--- config.mk ---
export PLATFORM = sky130hd
export DESIGN_NAME = cefs_top
export DESIGN_NICKNAME = d
export VERILOG_FILES = /design/src/design/cefs_pkg.sv /design/src/design/cefs_err_state.sv /design/src/design/cefs_code_enc.sv /design/src/design/cefs_top.sv
export SDC_FILE = /design/constraint.sdc
export NUM_CORES = 1
export LEC_CHECK = 0
export BUFFER_PORTS_ARGS = -buffer_cell sky130_fd_sc_hd__buf_2
export CAP_MARGIN = 0
export CORE_UTILIZATION = 45
export DETAILED_ROUTE_END_ITERATION = 12
export GPL_TIMING_DRIVEN = 0
export PLACE_DENSITY_LB_ADDON = 0.1
export SLEW_MARGIN = 0
export SYNTH_ARGS = -nofsm -noshare
export SYNTH_HDL_FRONTEND = slang
export SYNTH_HIERARCHICAL = 1
export SYNTH_SLANG_ARGS = --single-unit
--- constraint.sdc ---
create_clock -name CORE_CLK -period 5 [get_ports CORE_CLK]
set_input_delay 0.5 -clock CORE_CLK [delete_from_list [all_inputs] [get_ports CORE_CLK]]
set_output_delay 0.5 -clock CORE_CLK [all_outputs]
set_load 0.02 [all_outputs]
--- src/design/cefs_pkg.sv ---
// shared constants, register map and decode helpers of the CAN error and FIFO status block
package cefs_pkg;

  // ****************************************
  // widths and counts
  // ****************************************
  localparam int unsigned DATA_W = 32;
  localparam int unsigned ADDR_DEC_W = 8;
  localparam int unsigned FIFO_COUNT = 32;
  localparam int unsigned ERR_CNT_W = 8;
  localparam int unsigned TX_CNT_W = 9;
  localparam int unsigned CODE_W = 7;
  localparam int unsigned EV_W = 5;

  // ****************************************
  // error state thresholds
  // ****************************************
  localparam logic [TX_CNT_W-1:0] BUS_OFF_LIMIT = 9'h100;
  localparam logic [TX_CNT_W-1:0] PASSIVE_LIMIT = 9'h080;
  localparam logic [TX_CNT_W-1:0] WARN_LIMIT = 9'h060;

  // ****************************************
  // register offsets (byte addresses)
  // ****************************************
  localparam logic [ADDR_DEC_W-1:0] OFF_ERROR_COUNT_STATE = 8'h00;
  localparam logic [ADDR_DEC_W-1:0] OFF_FIFO_PENDING_STATUS = 8'h04;
  localparam logic [ADDR_DEC_W-1:0] OFF_FIFO_OVERFLOW_STATUS = 8'h08;
  localparam logic [ADDR_DEC_W-1:0] OFF_SOURCE_CODE = 8'h0C;
  localparam logic [ADDR_DEC_W-1:0] OFF_EVENT_STATUS = 8'h10;
  localparam logic [ADDR_DEC_W-1:0] OFF_EVENT_MASK = 8'h14;
  localparam logic [DATA_W-1:0] REG_RESET = 32'h0000_0000;

  // ****************************************
  // field positions of error_count_state
  // ****************************************
  localparam int unsigned RX_CNT_LSB = 0;
  localparam int unsigned TX_CNT_LSB = 8;
  localparam int unsigned ANY_WARN_BIT = 16;
  localparam int unsigned RX_WARN_BIT = 17;
  localparam int unsigned TX_WARN_BIT = 18;
  localparam int unsigned RX_PASSIVE_BIT = 19;
  localparam int unsigned TX_PASSIVE_BIT = 20;
  localparam int unsigned TX_BUS_OFF_BIT = 21;

  // ****************************************
  // event status and mask bits
  // ****************************************
  localparam int unsigned EV_BUS_OFF = 0;
  localparam int unsigned EV_TX_PASSIVE = 1;
  localparam int unsigned EV_RX_PASSIVE = 2;
  localparam int unsigned EV_WARNING = 3;
  localparam int unsigned EV_RX_OVERFLOW = 4;

  localparam logic [CODE_W-1:0] CODE_NO_INTERRUPT = 7'h40;

  // ****************************************
  // bus encodings
  // ****************************************
  localparam logic [1:0] HTRANS_NONSEQ = 2'h2;
  localparam logic [1:0] HTRANS_SEQ = 2'h3;
  localparam logic HRESP_OKAY = 1'h0;

  function automatic logic in_warn_band(input logic [TX_CNT_W-1:0] cnt);
    return (cnt >= WARN_LIMIT) && (cnt < PASSIVE_LIMIT);
  endfunction

  function automatic logic reg_hit(input logic [DATA_W-1:0] addr,
                                   input logic [ADDR_DEC_W-1:0] off);
    return addr[ADDR_DEC_W-1:0] == off;
  endfunction

endpackage

--- src/design/cefs_err_state.sv ---
// error state decode from the transmit and receive error counts
`timescale 1ns/1ps
`default_nettype none
module cefs_err_state
  import cefs_pkg::*;
(
  // counts
  input wire logic [TX_CNT_W-1:0] tx_cnt,
  input wire logic [ERR_CNT_W-1:0] rx_cnt,
  // derived state
  output logic tx_bus_off_flag,
  output logic tx_error_passive_flag,
  output logic rx_error_passive_flag,
  output logic tx_warning_flag,
  output logic rx_warning_flag,
  output logic any_warning_flag
);
  assign tx_bus_off_flag = tx_cnt >= BUS_OFF_LIMIT;
  assign tx_error_passive_flag = tx_cnt >= PASSIVE_LIMIT;
  assign rx_error_passive_flag = {1'b0, rx_cnt} >= PASSIVE_LIMIT;
  assign tx_warning_flag = in_warn_band(tx_cnt);
  assign rx_warning_flag = in_warn_band({1'b0, rx_cnt});
  assign any_warning_flag = tx_warning_flag | rx_warning_flag;
endmodule // cefs_err_state
`default_nettype wire

--- src/design/cefs_code_enc.sv ---
// lowest-numbered pending FIFO to interrupt source code
`timescale 1ns/1ps
`default_nettype none
module cefs_code_enc
  import cefs_pkg::*;
#(
  parameter int unsigned NUM_FIFO = FIFO_COUNT
)
(
  // pending vector
  input wire logic [NUM_FIFO-1:0] pending,
  // code
  output logic [CODE_W-1:0] interrupt_source_code
);
  // scan downward so the lowest FIFO number wins
  always_comb
  begin
    interrupt_source_code = CODE_NO_INTERRUPT;
    for (int i = NUM_FIFO - 1; i >= 0; i--)
    begin
      if (pending[i])
      begin
        interrupt_source_code = CODE_W'(i);
      end
    end
  end
endmodule // cefs_code_enc
`default_nettype wire

--- src/design/cefs_top.sv ---
// CAN error counter state, FIFO pending/overflow status and AHB-Lite register slave
`timescale 1ns/1ps
`default_nettype none
// Summary of operation
// - tx bus-off flag is high whenever the transmit error count is 256 or more.
// - tx error-passive flag is high whenever the transmit error count is 128 or more.
// - rx error-passive flag is high whenever the receive error count is 128 or more.
// - tx warning flag is high only while the transmit error count is from 96 to 127.
// - rx warning flag is high only while the receive error count is from 96 to 127.
// - the combined warning flag is the OR of the tx and rx warning flags.
// - the error count register shows the low eight bits of the tx count in bits 15:8 and rx count in bits 7:0.
// - bits 31:22 of the error count register read as zero.
// - each FIFO has a pending bit, set while an enabled interrupt of it is pending.
// - each FIFO has an overflow bit, set once that FIFO overflowed on reception.
// - every status field, count, pending and overflow bit is zero after reset; the source code resets to 0x40 (no interrupt).
// - the lowest-numbered FIFO n with a pending interrupt is reported as interrupt source code n.
// - a receive buffer overflow sets the module-level receive overflow flag.
module cefs_top
  import cefs_pkg::*;
#(
  parameter int unsigned NUM_FIFO = FIFO_COUNT
)
(
  // clock and reset
  input wire logic CORE_CLK,
  input wire logic RST_N,
  // AHB-Lite slave
  input wire logic HSEL,
  input wire logic [DATA_W-1:0] HADDR,
  input wire logic [1:0] HTRANS,
  input wire logic HWRITE,
  input wire logic [2:0] HSIZE,
  input wire logic [DATA_W-1:0] HWDATA,
  input wire logic HREADY,
  output logic [DATA_W-1:0] HRDATA,
  output logic HREADYOUT,
  output logic HRESP,
  // protocol engine side
  input wire logic [TX_CNT_W-1:0] TX_ERR_COUNT,
  input wire logic [ERR_CNT_W-1:0] RX_ERR_COUNT,
  input wire logic [NUM_FIFO-1:0] FIFO_IRQ_ACTIVE,
  input wire logic [NUM_FIFO-1:0] FIFO_OVF_EVENT,
  input wire logic [NUM_FIFO-1:0] FIFO_OVF_CLEAR,
  // status out
  output logic [CODE_W-1:0] INTERRUPT_SOURCE_CODE,
  output logic RX_BUFFER_OVERFLOW_FLAG,
  output logic IRQ
);

  // ****************************************
  // state
  // ****************************************
  typedef struct packed {
    logic [TX_CNT_W-1:0] tx_cnt;
    logic [ERR_CNT_W-1:0] rx_cnt;
    logic [NUM_FIFO-1:0] pending;
    logic [NUM_FIFO-1:0] overflow;
    logic [EV_W-1:0] ev_status;
    logic [EV_W-1:0] ev_mask;
    logic prev_bus_off;
    logic prev_tx_passive;
    logic prev_rx_passive;
    logic prev_warning;
    logic [CODE_W-1:0] code;
    logic irq;
    logic wr_pend;
    logic [DATA_W-1:0] wr_addr;
    logic [DATA_W-1:0] rdata;
  } cefs_state_t;

  cefs_state_t st_ff;
  cefs_state_t nxt_st;
  logic rst_meta_ff;
  logic rst_sync_ff;

  logic tx_bus_off_flag;
  logic tx_error_passive_flag;
  logic rx_error_passive_flag;
  logic tx_warning_flag;
  logic rx_warning_flag;
  logic any_warning_flag;
  logic [CODE_W-1:0] interrupt_source_code;
  logic addr_phase;
  logic [DATA_W-1:0] err_word;
  logic [EV_W-1:0] ev_set;
  logic [EV_W-1:0] ev_clear;

  // ****************************************
  // reset release
  // ****************************************
  // assert at once, release two clocks later so no flop sees a runt release
  always_ff @(posedge CORE_CLK or negedge RST_N)
  begin
    if (!RST_N)
    begin
      rst_meta_ff <= 1'b0;
      rst_sync_ff <= 1'b0;
    end
    else
    begin
      rst_meta_ff <= 1'b1;
      rst_sync_ff <= rst_meta_ff;
    end
  end

  // ****************************************
  // error state decode and code encoder
  // ****************************************
  cefs_err_state u_err_state (
    .tx_cnt(st_ff.tx_cnt),
    .rx_cnt(st_ff.rx_cnt),
    .tx_bus_off_flag(tx_bus_off_flag),
    .tx_error_passive_flag(tx_error_passive_flag),
    .rx_error_passive_flag(rx_error_passive_flag),
    .tx_warning_flag(tx_warning_flag),
    .rx_warning_flag(rx_warning_flag),
    .any_warning_flag(any_warning_flag)
  );

  cefs_code_enc #(
    .NUM_FIFO(NUM_FIFO)
  ) u_code_enc (
    .pending(st_ff.pending),
    .interrupt_source_code(interrupt_source_code)
  );

  // ****************************************
  // error count word
  // ****************************************
  always_comb
  begin
    err_word = REG_RESET;
    err_word[RX_CNT_LSB +: ERR_CNT_W] = st_ff.rx_cnt;
    // only the low eight bits are visible; bus-off tells software about 256
    err_word[TX_CNT_LSB +: ERR_CNT_W] = st_ff.tx_cnt[ERR_CNT_W-1:0];
    err_word[ANY_WARN_BIT] = any_warning_flag;
    err_word[RX_WARN_BIT] = rx_warning_flag;
    err_word[TX_WARN_BIT] = tx_warning_flag;
    err_word[RX_PASSIVE_BIT] = rx_error_passive_flag;
    err_word[TX_PASSIVE_BIT] = tx_error_passive_flag;
    err_word[TX_BUS_OFF_BIT] = tx_bus_off_flag;
  end

  // ****************************************
  // events
  // ****************************************
  always_comb
  begin
    ev_set = '0;
    ev_set[EV_BUS_OFF] = tx_bus_off_flag & ~st_ff.prev_bus_off;
    ev_set[EV_TX_PASSIVE] = tx_error_passive_flag & ~st_ff.prev_tx_passive;
    ev_set[EV_RX_PASSIVE] = rx_error_passive_flag & ~st_ff.prev_rx_passive;
    ev_set[EV_WARNING] = any_warning_flag & ~st_ff.prev_warning;
    ev_set[EV_RX_OVERFLOW] = |FIFO_OVF_EVENT;
    ev_clear = '0;
    if (st_ff.wr_pend && reg_hit(st_ff.wr_addr, OFF_EVENT_STATUS))
    begin
      ev_clear = HWDATA[EV_W-1:0];
    end
  end

  assign addr_phase = HSEL && HREADY && (HTRANS == HTRANS_NONSEQ || HTRANS == HTRANS_SEQ);

  // ****************************************
  // next state
  // ****************************************
  always_comb
  begin
    nxt_st = st_ff;
    // counts are taken from the engine every clock
    nxt_st.tx_cnt = TX_ERR_COUNT;
    nxt_st.rx_cnt = RX_ERR_COUNT;
    nxt_st.pending = FIFO_IRQ_ACTIVE;
    // a new overflow in the clearing cycle is kept
    nxt_st.overflow = (st_ff.overflow & ~FIFO_OVF_CLEAR) | FIFO_OVF_EVENT;
    nxt_st.ev_status = (st_ff.ev_status & ~ev_clear) | ev_set;
    nxt_st.prev_bus_off = tx_bus_off_flag;
    nxt_st.prev_tx_passive = tx_error_passive_flag;
    nxt_st.prev_rx_passive = rx_error_passive_flag;
    nxt_st.prev_warning = any_warning_flag;
    nxt_st.code = interrupt_source_code;
    nxt_st.irq = |(nxt_st.ev_status & st_ff.ev_mask);
    if (st_ff.wr_pend && reg_hit(st_ff.wr_addr, OFF_EVENT_MASK))
    begin
      nxt_st.ev_mask = HWDATA[EV_W-1:0];
    end
    // address phase: remember writes, capture read data for the data phase
    nxt_st.wr_pend = addr_phase && HWRITE;
    nxt_st.wr_addr = HADDR;
    nxt_st.rdata = st_ff.rdata;
    if (addr_phase && !HWRITE)
    begin
      nxt_st.rdata = REG_RESET;
      if (reg_hit(HADDR, OFF_ERROR_COUNT_STATE))
      begin
        nxt_st.rdata = err_word;
      end
      else if (reg_hit(HADDR, OFF_FIFO_PENDING_STATUS))
      begin
        nxt_st.rdata = DATA_W'(st_ff.pending);
      end
      else if (reg_hit(HADDR, OFF_FIFO_OVERFLOW_STATUS))
      begin
        nxt_st.rdata = DATA_W'(st_ff.overflow);
      end
      else if (reg_hit(HADDR, OFF_SOURCE_CODE))
      begin
        nxt_st.rdata = DATA_W'(st_ff.code);
      end
      else if (reg_hit(HADDR, OFF_EVENT_STATUS))
      begin
        nxt_st.rdata = DATA_W'(st_ff.ev_status);
      end
      else if (reg_hit(HADDR, OFF_EVENT_MASK))
      begin
        nxt_st.rdata = DATA_W'(st_ff.ev_mask);
      end
    end
  end

  // ****************************************
  // state register
  // ****************************************
  always_ff @(posedge CORE_CLK or negedge rst_sync_ff)
  begin
    if (!rst_sync_ff)
    begin
      st_ff <= '0;
      st_ff.code <= CODE_NO_INTERRUPT;
    end
    else
    begin
      st_ff <= nxt_st;
    end
  end

  // ****************************************
  // outputs
  // ****************************************
  // zero wait states: every register answers in the cycle after its address phase
  assign HREADYOUT = 1'b1;
  assign HRESP = HRESP_OKAY;
  assign HRDATA = st_ff.rdata;
  assign INTERRUPT_SOURCE_CODE = st_ff.code;
  assign RX_BUFFER_OVERFLOW_FLAG = st_ff.ev_status[EV_RX_OVERFLOW];
  assign IRQ = st_ff.irq;

endmodule // cefs_top
`default_nettype wire

==> summary.txt, run 1 <==
Synth
  – Yosys cell types: 50
  – Dominant cell type by area after synthesis: dfrtp_1
  – Synth Area per Inst: 11.2 um^2
  – Sequential fraction of the synthesis area: 0.570
  – Synthesis-stage register bit count: 146
  – Top cells by area, synth: dfrtp_1 57%, buf_4 4.9%, a21o_1 4.1%, o31ai_2 3.9%, mux2i_1 3.7%
  – Post-Syn Instances: 572
  – Post-Syn Area: 6410 um^2
  – Synth top area share: 0.566
  – Synth Warn #: 6

GRT
  – Grt met2 use: 0.348
  – Vias in the first global route: 4818
  – GRT Overall Usage: 0.237
  – Initial antenna violation count: 0
  – Routing usage on met3: 0.0634
  – Met1 GRT Util: 0.332
  – Largest net degree at the start of global routing: 70
  – First-pass GRT wire length: 25600 um
  – Total gr overflow: 0
  – Grt peak-use layer: met2

Setup path
  – WS Path Type: in2reg
  – CP arrival: 2.58 ns
  – Critical path endpoint category: flop
  – Buf/Inv on CP: 2
  – CP Cell Sequence: buf_2, or4_4, buf_6, nor3_1, o21ai_0, a31oi_1
  – Setup crit start kind: input port
  – Crit-path max FO: 8
  – Worst path top cell family by delay: simple AND/OR/NAND/NOR gates
  – Data required, critical path: 5.32 ns
  – Worst path slowest cell: nor3_1
  – CP max stage delay: 0.65 ns

Cells and area
  – Ant. Diodes: 0
  – Layout area overhead: 26.4%
  – Most common cell after layout, fill and taps aside: buf_2
  – Layout filler cell count: 1199
  – Most frequent cells in the layout: 174 x buf_2, 144 x dfrtp_1, 43 x inv_1
  – Final #Nets: 954
  – Share of cells above drive strength 1: 0.371

Pwr
  – Pleak: 3.99 nW
  – Design Power: 2.69 mW
  – PwrDens: 332 nW/um^2
  – Peak VDD IR: 0.258 mV

Status
  – Status: completed

Clocking
  – CTS Root Cell: clkbuf_16
  – Clk Latency, worst-skew pair: 0.42 ns
  – Clk sinks: 146
  – CTS Buf Count: 17
  – Post-CTS setup buffers: 0
  – Clock-pin slew on the worst setup and hold paths: 0.06 ns
  – Htree depth: 4
  – CTS max path bufs: 2
  – Post_cts resized: 0
  – CTS tree: done

Die
  – Die Ht: 121 um
  – Core outline area: 13900 um^2
  – Die X-Extent: 121 um
  – I/O pin total: 230
  – Row cnt: 43
  – Die area: 14700 um^2
  – Initial Utilization: 0.462

Timing
  – Final Setup Violations: 0
  – Max Clk Rate: 0.444 GHz
  – Final slew viol count: 0
  – RSZ-0062 raised after global routing: false
  – Slew @ Worst Pin: 0.853 ns
  – Post-layout min period: 2.25 ns
  – Hold Vio Cnt, Final: 0
  – Max_slew headroom: 0.427
  – Final period util: 0.450
  – Fin Hold WS: 0.164 ns
  – Skew final: 0.0131 ns

Drt
  – Detailed Route Iter0 Violations: 304
  – Routed vias/inst: 5.18
  – Via count: 4968
  – Pre-antenna DRT Iters: 4
  – Drt drc: 0
  – Total routed wirelength: 16400 um
  – Routed WL per cell: 17.1 um
  – Post-route ant nets: 0

Placement
  – DPL Wire Length: 12800 um
  – IO buf count: 172
  – GP Congestion: 0.854

Worst hold path
  – Hold Path Class: reg2async

Flow run
  – MaxCap Viol Count: 0
-- cell type report --
type,count,area (um^2),share of cell area
Buffer,68,463,0.0572
Clock buffer,20,447,0.0552
Clock inverter,12,86.3,0.0107
Inverter,43,161,0.0199
Multi-Input combinational cell,316,2130,0.263
Sequential cell,146,3660,0.452
Tap cell,180,225,0.0278
Timing Repair Buffer,175,926,0.114
-- layer usage --
| metal | up-vias | share of wire |
|---|---|---|
| met5 | - | 0 |
| met4 | 0 | 0.021 |
| met3 | 19 | 0.065 |
| met2 | 182 | 0.45 |
| met1 | 2411 | 0.46 |
| li1 | 2356 | - |
-- final timing paths --
path	start	end	slack (ns)	cells past startpoint
min	rst_sync_ff	st_ff[147]	0.16	0
min reg2reg	rst_sync_ff	st_ff[147]	0.16	0
max reg2reg	st_ff[33]	IRQ	3.04	5
max in group asynchronous	rst_sync_ff	INTERRUPT_SOURCE_CODE[6]	4.23	1
max	HADDR[1]	HRDATA[4]	2.75	6
min in group CORE_CLK	TX_ERR_COUNT[4]	err_word[12]	0.18	1
-- cell families (layout without fill, tap and decap cells) --
logic type,Yosys count,in the layout,synth area share
AND/OR/NAND/NOR,148,148,0.116
buffers and inverters,111,318,0.0974
multiplexers,31,31,0.0533
flip-flops,146,146,0.570
other,3,4,0.00176
AO/OA/AOI/OAI,133,133,0.161
-- state kept, by name, indices dropped and copies added, names as in the netlist --
| name | cells |
|---|---|
| IRQ | 1 |
| INTERRUPT_SOURCE_CODE | 7 |
| st_ff | 87 |
| err_word | 16 |
| HRDATA | 32 |
| rst_sync_ff | 1 |
| RX_BUFFER_OVERFLOW_FLAG | 1 |
| rst_meta_ff | 1 |
-- synthesized netlist by cell type (all sizes together) --
library cell / n
mux2i: 24
o41a: 3
mux2: 5
a221oi: 1
o2111ai: 1
o22ai: 2
a21o: 35
nor2b: 8
a31oi: 5
a21boi: 1
o31ai: 30
nor3b: 1
dfstp: 1
nand3: 4
or2: 3
o21ai: 11
nand4: 3
o41ai: 1
or4: 6
or3: 2
a211oi: 2
nand2: 41
dfrtp: 145
a22oi: 11
nor2: 37
clkbuf: 17
nand4bb: 1
nand2b: 4
buf: 51
a21oi: 26
mux4: 2
nor4: 25
conb: 3
and2: 5
o21a: 1
o22a: 1
nor3: 8
a2111oi: 2
inv: 43
-- repair_timing --
action                                 in CTS  in global routing
hold buffers                                1                  0
endpoints found under the hold margin       2                  0
setup endpoints to repair                   0                  0
-- power breakdown --
part / internal (mW) / total, mW / leakage (nW) / switching, mW
Sequential: 1.24 / 1.29 / 1.73 / 0.0489
Combinational: 0.121 / 0.266 / 2.02 / 0.146
Clock: 0.646 / 1.13 / 0.244 / 0.487
-- metrics by stage --
stage	setup TNS (ns)	utilization	cells	setup WS [ns]	area, um^2
after detailed placement	0	0.544	927	2.35	7560
after CTS	0	0.583	960	2.79	8100
final	0	0.583	960	2.75	8100
after global routing	0	0.583	960	2.58	8100
after global placement	-102.53	0.540	925	-0.727	7500
after floorplan	0	-	573	0.633	6410
Note: power is estimated with default switching activity, not from simulation.
==> inputs of run 2 (changes only) <==
==> constraint.sdc (replaced) <==
create_clock -name CORE_CLK -period 2.3 [get_ports CORE_CLK]
set_input_delay 0.23 -clock CORE_CLK [delete_from_list [all_inputs] [get_ports CORE_CLK]]
set_output_delay 0.23 -clock CORE_CLK [all_outputs]
set_load 0.02 [all_outputs]
==> run 2 against run 1 <==
Clock power increased by 150%. Non-clock buffer count increased by 74. Die area unchanged. Register-to-register slack got worse by 2.7 ns. Combinational power increased by 150%. Via count increased by 5.9%. Worst hold slack got worse by 0.15 ns. Global-route usage increased by 1.8 points. First-iteration DRC count increased by 5.6%. Sequential cell count unchanged.
==> summary.txt, run 2 (synthesis results as in run 1) <==
Die
  – Die X-Extent: 121 um
  – Die Ht: 121 um
  – I/O pin total: 230
  – Die area: 14700 um^2
  – Row cnt: 43
  – Core outline area: 13900 um^2
  – Initial Utilization: 0.462

Timing
  – Final period util: 0.908
  – Hold Vio Cnt, Final: 0
  – Slew @ Worst Pin: 0.940 ns
  – Post-layout min period: 2.09 ns
  – Max Clk Rate: 0.479 GHz
  – Setup WS post-layout: 0.211 ns
  – Final slew viol count: 0
  – RSZ-0062 raised after global routing: false
  – Max_slew headroom: 0.374
  – Fin Setup TNS: 0 ns
  – Skew final: 0.00654 ns
  – Final Setup Violations: 0

Cells and area
  – Ant. Diodes: 0
  – Max FFs per register: 87
  – Most common cell after layout, fill and taps aside: buf_2
  – Top reg by flops: st_ff
  – Final std cells w/o fill: 1033
  – Share of cells above drive strength 1: 0.341
  – Most frequent cells in the layout: 174 x buf_2, 144 x dfrtp_1, 78 x dlygate4sd3_1
  – Layout area overhead: 39.2%
  – Final #Nets: 1028

GRT
  – Total gr overflow: 0
  – Largest net degree at the start of global routing: 74
  – Vias in the first global route: 5459
  – GRT Overall Usage: 0.256
  – First-pass GRT wire length: 27800 um
  – Initial antenna violation count: 0

Setup path
  – CP arrival: 2.42 ns
  – Crit-path max FO: 14
  – Data required, critical path: 2.63 ns
  – WS Path Type: in2reg
  – Setup crit start kind: input port
  – Critical path endpoint category: flop

Status
  – Status: completed

Placement
  – DPL Wire Length: 12800 um
  – Pre-CTS setup slack: 0.0860 ns
  – GP Congestion: 0.898
  – Placed Cells: 926
  – IO buf count: 172

Drt
  – Routed vias/inst: 5.09
  – Total routed wirelength: 17600 um
  – Drt drc: 0
  – Post-route ant nets: 0
  – Via count: 5259
  – Pre-antenna DRT Iters: 6
  – Routed WL per cell: 17.0 um
  – Detailed Route Iter0 Violations: 321

Pwr
  – Design Power: 6.30 mW
  – Pleak: 4.35 nW
  – PwrDens: 707 nW/um^2
  – Peak VDD IR: 0.596 mV

Clocking
  – Clk Latency, worst-skew pair: 0.42 ns
  – CTS tree: done
  – CTS Root Cell: clkbuf_16
  – CTS max path bufs: 2
  – Htree depth: 4
  – CTS Buf Count: 17
  – Clk sinks: 146
  – Clock-pin slew on the worst setup and hold paths: 0.06 ns

Worst hold path
  – Hold Path Class: in2reg

Flow run
  – MaxCap Viol Count: 0
run 2: cell count changes in the layout (fill, tap and decap cells not counted), moves of 3 or more:
cell           before  now
clkinvlp_4          6    3
bufinv_16           0    3
dlygate4sd3_1       1   78
clkbuf_1           19   15
run 2: report_power, final:
part	switching, mW	total, mW	internal [mW]	leakage, nW
logic	0.317	0.659	0.342	2.33
clock network	1.06	2.82	1.76	0.291
registers	0.127	2.82	2.69	1.73
total	1.51	6.30	4.80	4.35
run 2: per-stage QoR:
step                hold WS (ns)   util  area (um^2)
floorplan                -0.0656      -         6410
global placement          0.0154  0.540         7500
detailed placement        0.0238  0.542         7530
CTS                     0.000373  0.643         8920
global route             0.00779  0.643         8920
finish                    0.0181  0.643         8920
run 2: final timing paths:
| kind | startpoint | endpoint | slack, ns | cells after the start |
|---|---|---|---|---|
| worst max-delay path | HADDR[2] | HRDATA[31] | 0.21 | 7 |
| worst min-delay path | FIFO_OVF_EVENT[21] | st_ff[108] | 0.02 | 2 |
| worst max register to register | st_ff[33] | IRQ | 0.32 | 5 |
| worst min register to register | rst_meta_ff | rst_sync_ff | 0.36 | 0 |
| max in group asynchronous | rst_sync_ff | HRDATA[0] | 0.95 | 1 |
| min in group asynchronous | RST_N | rst_sync_ff | 0.13 | 2 |
run 2: cell type report:
| class | count | area [um^2] |
|---|---|---|
| fillers | 1126 | 4960 |
| inverters | 43 | 161 |
| clock buffers | 19 | 453 |
| multi-input cells | 316 | 2140 |
| flip-flops and latches | 146 | 3660 |
| well taps | 180 | 225 |
| repair buffers | 251 | 1670 |
| plain buffers | 66 | 457 |
| clock inverters | 12 | 158 |
run 2: timing repair:
| item | in CTS | in global routing |
|---|---|---|
| setup endpoints to repair | 0 | 18 |
| buffers inserted | 0 | 0 |
| resized for setup | 0 | 3 |
| endpoints found under the hold margin | 79 | 0 |
| hold buffers | 78 | 0 |
run 2: layer usage:
layer	track usage	part of all wire	vias to the layer above
met5	0	0	-
li1	-	-	2499
met3	0.0451	0.062	36
met4	0.117	0.030	0
met1	0.348	0.45	2490
met2	0.397	0.46	234
run 2: critical path: stages:
cell,delay (ns)
dlygate4sd3_1,0.52
buf_2,0.34
nor2b_1,0.26
clkbuf_1,0.38
clkbuf_2,0.31
a22oi_1,0.16
o31ai_1,0.22
